[src/verilog/key_request_checker_consts.vh]
`ifndef KEY_REQUEST_CHECKER_CONSTS_VH
`define KEY_REQUEST_CHECKER_CONSTS_VH

// wishbone byte offsets
`define KRC_OFF_CTRL      8'h00
`define KRC_OFF_STATUS    8'h04
`define KRC_OFF_REQ_PTR   8'h08
`define KRC_OFF_OUT_PTR   8'h0c
`define KRC_OFF_RESULT    8'h10
`define KRC_OFF_FAULT_AD  8'h14
`define KRC_OFF_KEY0      8'h20
`define KRC_OFF_KEY3      8'h2c

// control and status bit positions
`define KRC_CTRL_START    0
`define KRC_ST_BUSY       0
`define KRC_ST_DONE       1
`define KRC_ST_GP         2
`define KRC_ST_PF         3
`define KRC_ST_PF_OUT     4

// result codes (values are arbitrary)
`define KRC_RES_OK        32'h00000000
`define KRC_RES_UNAUTH    32'h00000001
`define KRC_RES_BAD_CPU   32'h00000002
`define KRC_RES_VER_HIGH  32'h00000003
`define KRC_RES_UNKNOWN   32'h00000004

// key selector encodings (values are arbitrary)
`define KRC_SEL_LAUNCH    16'h0000
`define KRC_SEL_PROV      16'h0001
`define KRC_SEL_PROV_SEAL 16'h0002
`define KRC_SEL_REPORT    16'h0003
`define KRC_SEL_SEAL      16'h0004

// policy bits
`define KRC_POL_MEASURE   0
`define KRC_POL_SIGNER    1
`define KRC_POL_NO_PROD   2
`define KRC_POL_CONFIG    3
`define KRC_POL_FAMILY    4
`define KRC_POL_EXT_PROD  5
`define KRC_POL_SEP_MASK  16'h003c
`define KRC_POL_RSV_MASK  16'hffc0

// enclave attribute bits
`define KRC_ATTR_PROV     4
`define KRC_ATTR_LAUNCH   5
`define KRC_ATTR_KSS      7
`define KRC_SEAL_REQ_MASK 128'h00000000000000000000000000000003

// alignment and page geometry
`define KRC_REQ_ALIGN_M   32'h000001ff
`define KRC_OUT_ALIGN_M   32'h0000000f
`define KRC_PAGE_MASK     32'hfffff000
`define KRC_PT_REGULAR    8'h00

`endif
[src/verilog/key_request_checker.v]
`timescale 1ns/1ps
`include "key_request_checker_consts.vh"

////////////////////////////////////////////////////////////////////////////////
// keyed folding mixer: absorbs the dependency record 128 bits per cycle
module key_mixer #(
	parameter REC_W = 256
) (
	input  wire               clk_i,
	input  wire               rst_i,
	input  wire               start_i,
	input  wire [REC_W-1:0]   record_i,
	input  wire [127:0]       secret_i,
	output reg                done_o,
	output reg  [127:0]       key_o
);
	localparam NCH = REC_W / 128 + 1;
	localparam CW  = $clog2(NCH + 1);

	wire [REC_W+127:0] ext;
	wire [127:0]       chunk;
	reg  [127:0]       acc_r;
	reg  [CW-1:0]      cnt_r;
	reg                run_r;

	// zero tail so the last slice never runs off the record
	assign ext   = {128'h0, record_i};
	assign chunk = ext[cnt_r*128 +: 128];

	// one slice per cycle, secret folded in at the end
	always @(posedge clk_i)
	begin
		if (rst_i)
		begin
			acc_r  <= 128'h0;
			cnt_r  <= {CW{1'b0}};
			run_r  <= 1'b0;
			done_o <= 1'b0;
			key_o  <= 128'h0;
		end
		else
		begin
			done_o <= 1'b0;
			if (start_i && !run_r)
			begin
				acc_r <= secret_i;
				cnt_r <= {CW{1'b0}};
				run_r <= 1'b1;
			end
			else if (run_r)
			begin
				acc_r <= {acc_r[120:0], acc_r[127:121]} ^ chunk;
				if (cnt_r == NCH[CW-1:0] - 1'b1)
				begin
					run_r  <= 1'b0;
					done_o <= 1'b1;
					key_o  <= {acc_r[120:0], acc_r[127:121]} ^ chunk
						^ secret_i;
				end
				else
					cnt_r <= cnt_r + 1'b1;
			end
		end
	end
endmodule


[config.mk]
export PLATFORM = sky130hd
export DESIGN_NAME = key_mixer
export DESIGN_NICKNAME = d
export VERILOG_FILES = /design/src/verilog/key_request_checker.v
export VERILOG_INCLUDE_DIRS = /design/src /design/src/verilog
export SDC_FILE = /design/constraint.sdc
export NUM_CORES = 1
export LEC_CHECK = 0
export BUFFER_PORTS_ARGS = -buffer_cell sky130_fd_sc_hd__buf_2
export CAP_MARGIN = 25
export CORE_UTILIZATION = 41
export CTS_CLUSTER_SIZE = 40
export DETAILED_ROUTE_END_ITERATION = 6
export GPL_TIMING_DRIVEN = 0
export PLACE_DENSITY = 0.7
export REMOVE_ABC_BUFFERS = 1
export SYNTH_ARGS = -nofsm -noshare
export SYNTH_HDL_FRONTEND = slang
export SYNTH_SLANG_ARGS = --single-unit
[constraint.sdc]
create_clock -name clk_i -period 2 [get_ports clk_i]
set_clock_uncertainty 0.15 [all_clocks]
set_input_delay 0.4 -clock clk_i [delete_from_list [all_inputs] [get_ports clk_i]]
set_output_delay 0.4 -clock clk_i [all_outputs]
set_load 0.02 [all_outputs]
==> run_results.csv <==
group,metric,value,unit
power,vdd_drop_max,0.000531,V
sta,setup_viol,1,
synthesis,synth_most_common_cell,"nor2b_1",
worst_setup_path,crit_type,"flop to flop",
sta,setup_ws,-0.00648,ns
detailed_routing,vias_per_cell,6.09,
status,status,"finished, violations left",
sta,max_freq,0.498,GHz
sta,final_max_slew_viol_count,0,
floorplanning,die_h,213,um
power,combPwrFrac,21.6,%
power,p_seq_share,37.8,%
synthesis,synthTopCellsByArea,"dfxtp_1 (28%), nor2b_1 (13%), a2111o_1 (7.9%)",
global_route,grt_pass1_wl,97.3,mm
global_route,antenna_found_initial,11,
synthesis,synth_common_cells,"nor2b_1 (384), dfxtp_1 (260), nand2_1 (256)",
job,maxCapViolations,0,
worst_setup_path,critPathCaptureType,"flop",
status,violations,"setup timing",
synthesis,synth_edf_count,0,
cts,clkLatencyLatePin,0.55,ns
synthesis,ys_ff_latch,260,
worst_setup_path,slowest_stage,"mux2i_1",
power,leakagePower,9.31,nW
min_path,hold_depth,4,
sta,finalHoldViolations,0,
synthesis,synthCells,2253,
synthesis,synth_cell_type_count,26,
power,p_int,10.8,mW
detailed_routing,avgRoutedWirePerCell,20.3,um
sta,finalCritPeriodShare,100,%
worst_setup_path,rr_worst_depth,5,
sta,tightest_slew,0.938,ns
placement,hpwl,40.2,mm
min_path,hold_class,"input port to flop",
power,power.density,653,nW/um^2
worst_setup_path,critical_path_required,2.30,ns
floorplanning,dieArea,45500,sq um
synthesis,syn_area,18300,sq um
power,netSwitchingPower,4.67,mW
worst_setup_path,cp_max_fo,12,
synthesis,synthArstFlopShare,0,%
power,power.total,15.5,mW
detailed_routing,ant_nets,0,
floorplanning,ios,516,
sta,fin_crit,2.01,ns
worst_setup_path,crit_arrival,2.31,ns
global_route,overflow,0,
cts,htree_levels,2,
sta,timing.slew.headroom,37.5,%
placement,port_buffers,515,
power,clkPwrFrac,40.5,%
floorplanning,num_rows,77,
cts,clk_pin_slew,0.06,ns
placement,place_area,21500,sq um
cts,cts_buffers,34,
cts,clock_tree.buffer_depth,3,
power,p_sw_share,30.2,%
synthesis,yosys_warnings,0,
worst_setup_path,cpPeakStageDelay,0.45,ns
layout,synthToLayoutAreaGrowth,29.6,%
global_route,grt_pass1_vias,18600,
worst_setup_path,start_kind,"flop",
global_route,grt_max_degree,140,
detailed_routing,initialDrtViolationCount,1447,
layout,postLayoutCellArea,23700,sq um
cts,cts_root_buf,"clkbuf_16",
placement,preCtsSetupSlack,-1.59,ns
synthesis,ys_seq_area_share,28.4,%
detailed_routing,routed_wl,67.2,mm
synthesis,yosysTopAreaCellShare,28.4,%
detailed_routing,dr.pass1.iters,5,
global_route,grtUsageTotal,26.9,%
cts,postCtsHoldBufs,0,
placement,dp.cells,3202,
floorplanning,core_area,44100,sq um
floorplanning,die_w,213,um
detailed_routing,drc,0,
synthesis,synthFlopType,"dfxtp_1",
sta,hold_ws,0.126,ns
layout,stdcell_count,3311,
cts,cts_tree,"built",
sta,tns,-0.00648,ns
detailed_routing,routed-via-count,20200,
layout,drive_gt1_share,30.7,%
sta,rsz0062_at_grt,"yes",
floorplanning,start_util,41.5,%
layout,final_net_count,3075,
cts,clock-sinks,260,
synthesis,yosysTopAreaCell,"dfxtp_1",
layout,final_util,53.8,%
synthesis,synth.avg_cell_area,8.13,sq um
worst_setup_path,crit_chain,"buf_4 -> bufbuf_16 -> mux2i_1 -> o21ai_0 -> a311oi_1",
placement,finalWeightedCongestion,0.801,
## per-layer routing
layer / part of all wire, % / wire (um) / GRT usage, %
met1: 41 / 27300 / 31.8
met2: 48 / 32100 / 46.0
met3: 7.7 / 5160 / 6.33
met4: 3.8 / 2550 / 12.7
met5: 0.055 / 37 / 0
## power by group through the flow
stage	Combinational (mW)	Sequential (mW)	Clock [mW]
floorplan	1.70	6.06	0
global placement	2.63	6.22	0
detailed placement	2.89	6.03	0
CTS	3.16	5.85	6.36
global route	3.64	5.92	6.59
finish	3.35	5.86	6.28
## logic make-up after synthesis
family | synth area share, %
adders and majority gates | 0.0683
muxes | 7.00
and+or+nand+nor | 30.8
AOI/OAI and AO/OA | 29.0
DFF | 28.4
buffers and inverters | 4.72
## sequential cells by signal, indices dropped and copies added, names as in the netlist
signal and flops:
key_o 128, run_r 1, done_o 1, acc_r 128, cnt_r 2
## final timing paths
check | startpoint | end | slack (ns)
min | secret_i[118] | key_o[118] | 0.13
max reg2reg | cnt_r[0] | acc_r[60] | -0.006
min reg2reg | key_o[113] | key_o[113] | 0.30
max | cnt_r[0] | acc_r[60] | -0.006
## placed cells by master (no fill, tap or decap), drive strengths merged, types with 2 or more instances in the layout
cell,Yosys,routed
a311oi,128,128
inv,3,6
dfxtp,260,260
bufbuf,0,2
nand3,129,129
a21oi,3,3
clkinv,0,4
nand2,256,256
nand3b,2,2
nor2b,384,384
mux2i,128,128
o21ai,130,130
buf,49,571
a211oi,128,128
or3,128,128
a2111o,128,128
or2,128,128
o221ai,128,128
clkbuf,137,60
diode,0,11
## final cells by class
class                      count  area [sq um]
timing repair buffer         582          4000
clock buffer                  51          1060
tap                          592           741
inverter                       3          30.0
multi-input combinational   1804         12600
fill                        4071         20400
clock inverter                 6          58.8
timing repair inverter         2          20.0
sequential                   260          5220
antenna                       11          27.5
## worst max-delay path: cells and delay by family (launching register included)
kind,cells,cell delay [ns]
AOI/OAI and AO/OA,2,0.39
buffers and inverters,2,0.52
DFF,1,0.39
muxes,1,0.45
## repair_timing
item / 4_1_cts / 5_1_grt
gates cloned: 10 / 10
gates resized for setup: 29 / 65
pin swaps: 1 / 1
endpoints found under the setup margin: 260 / 174
setup buffers: 19 / 4
Note: power is estimated with default switching activity, not from simulation.
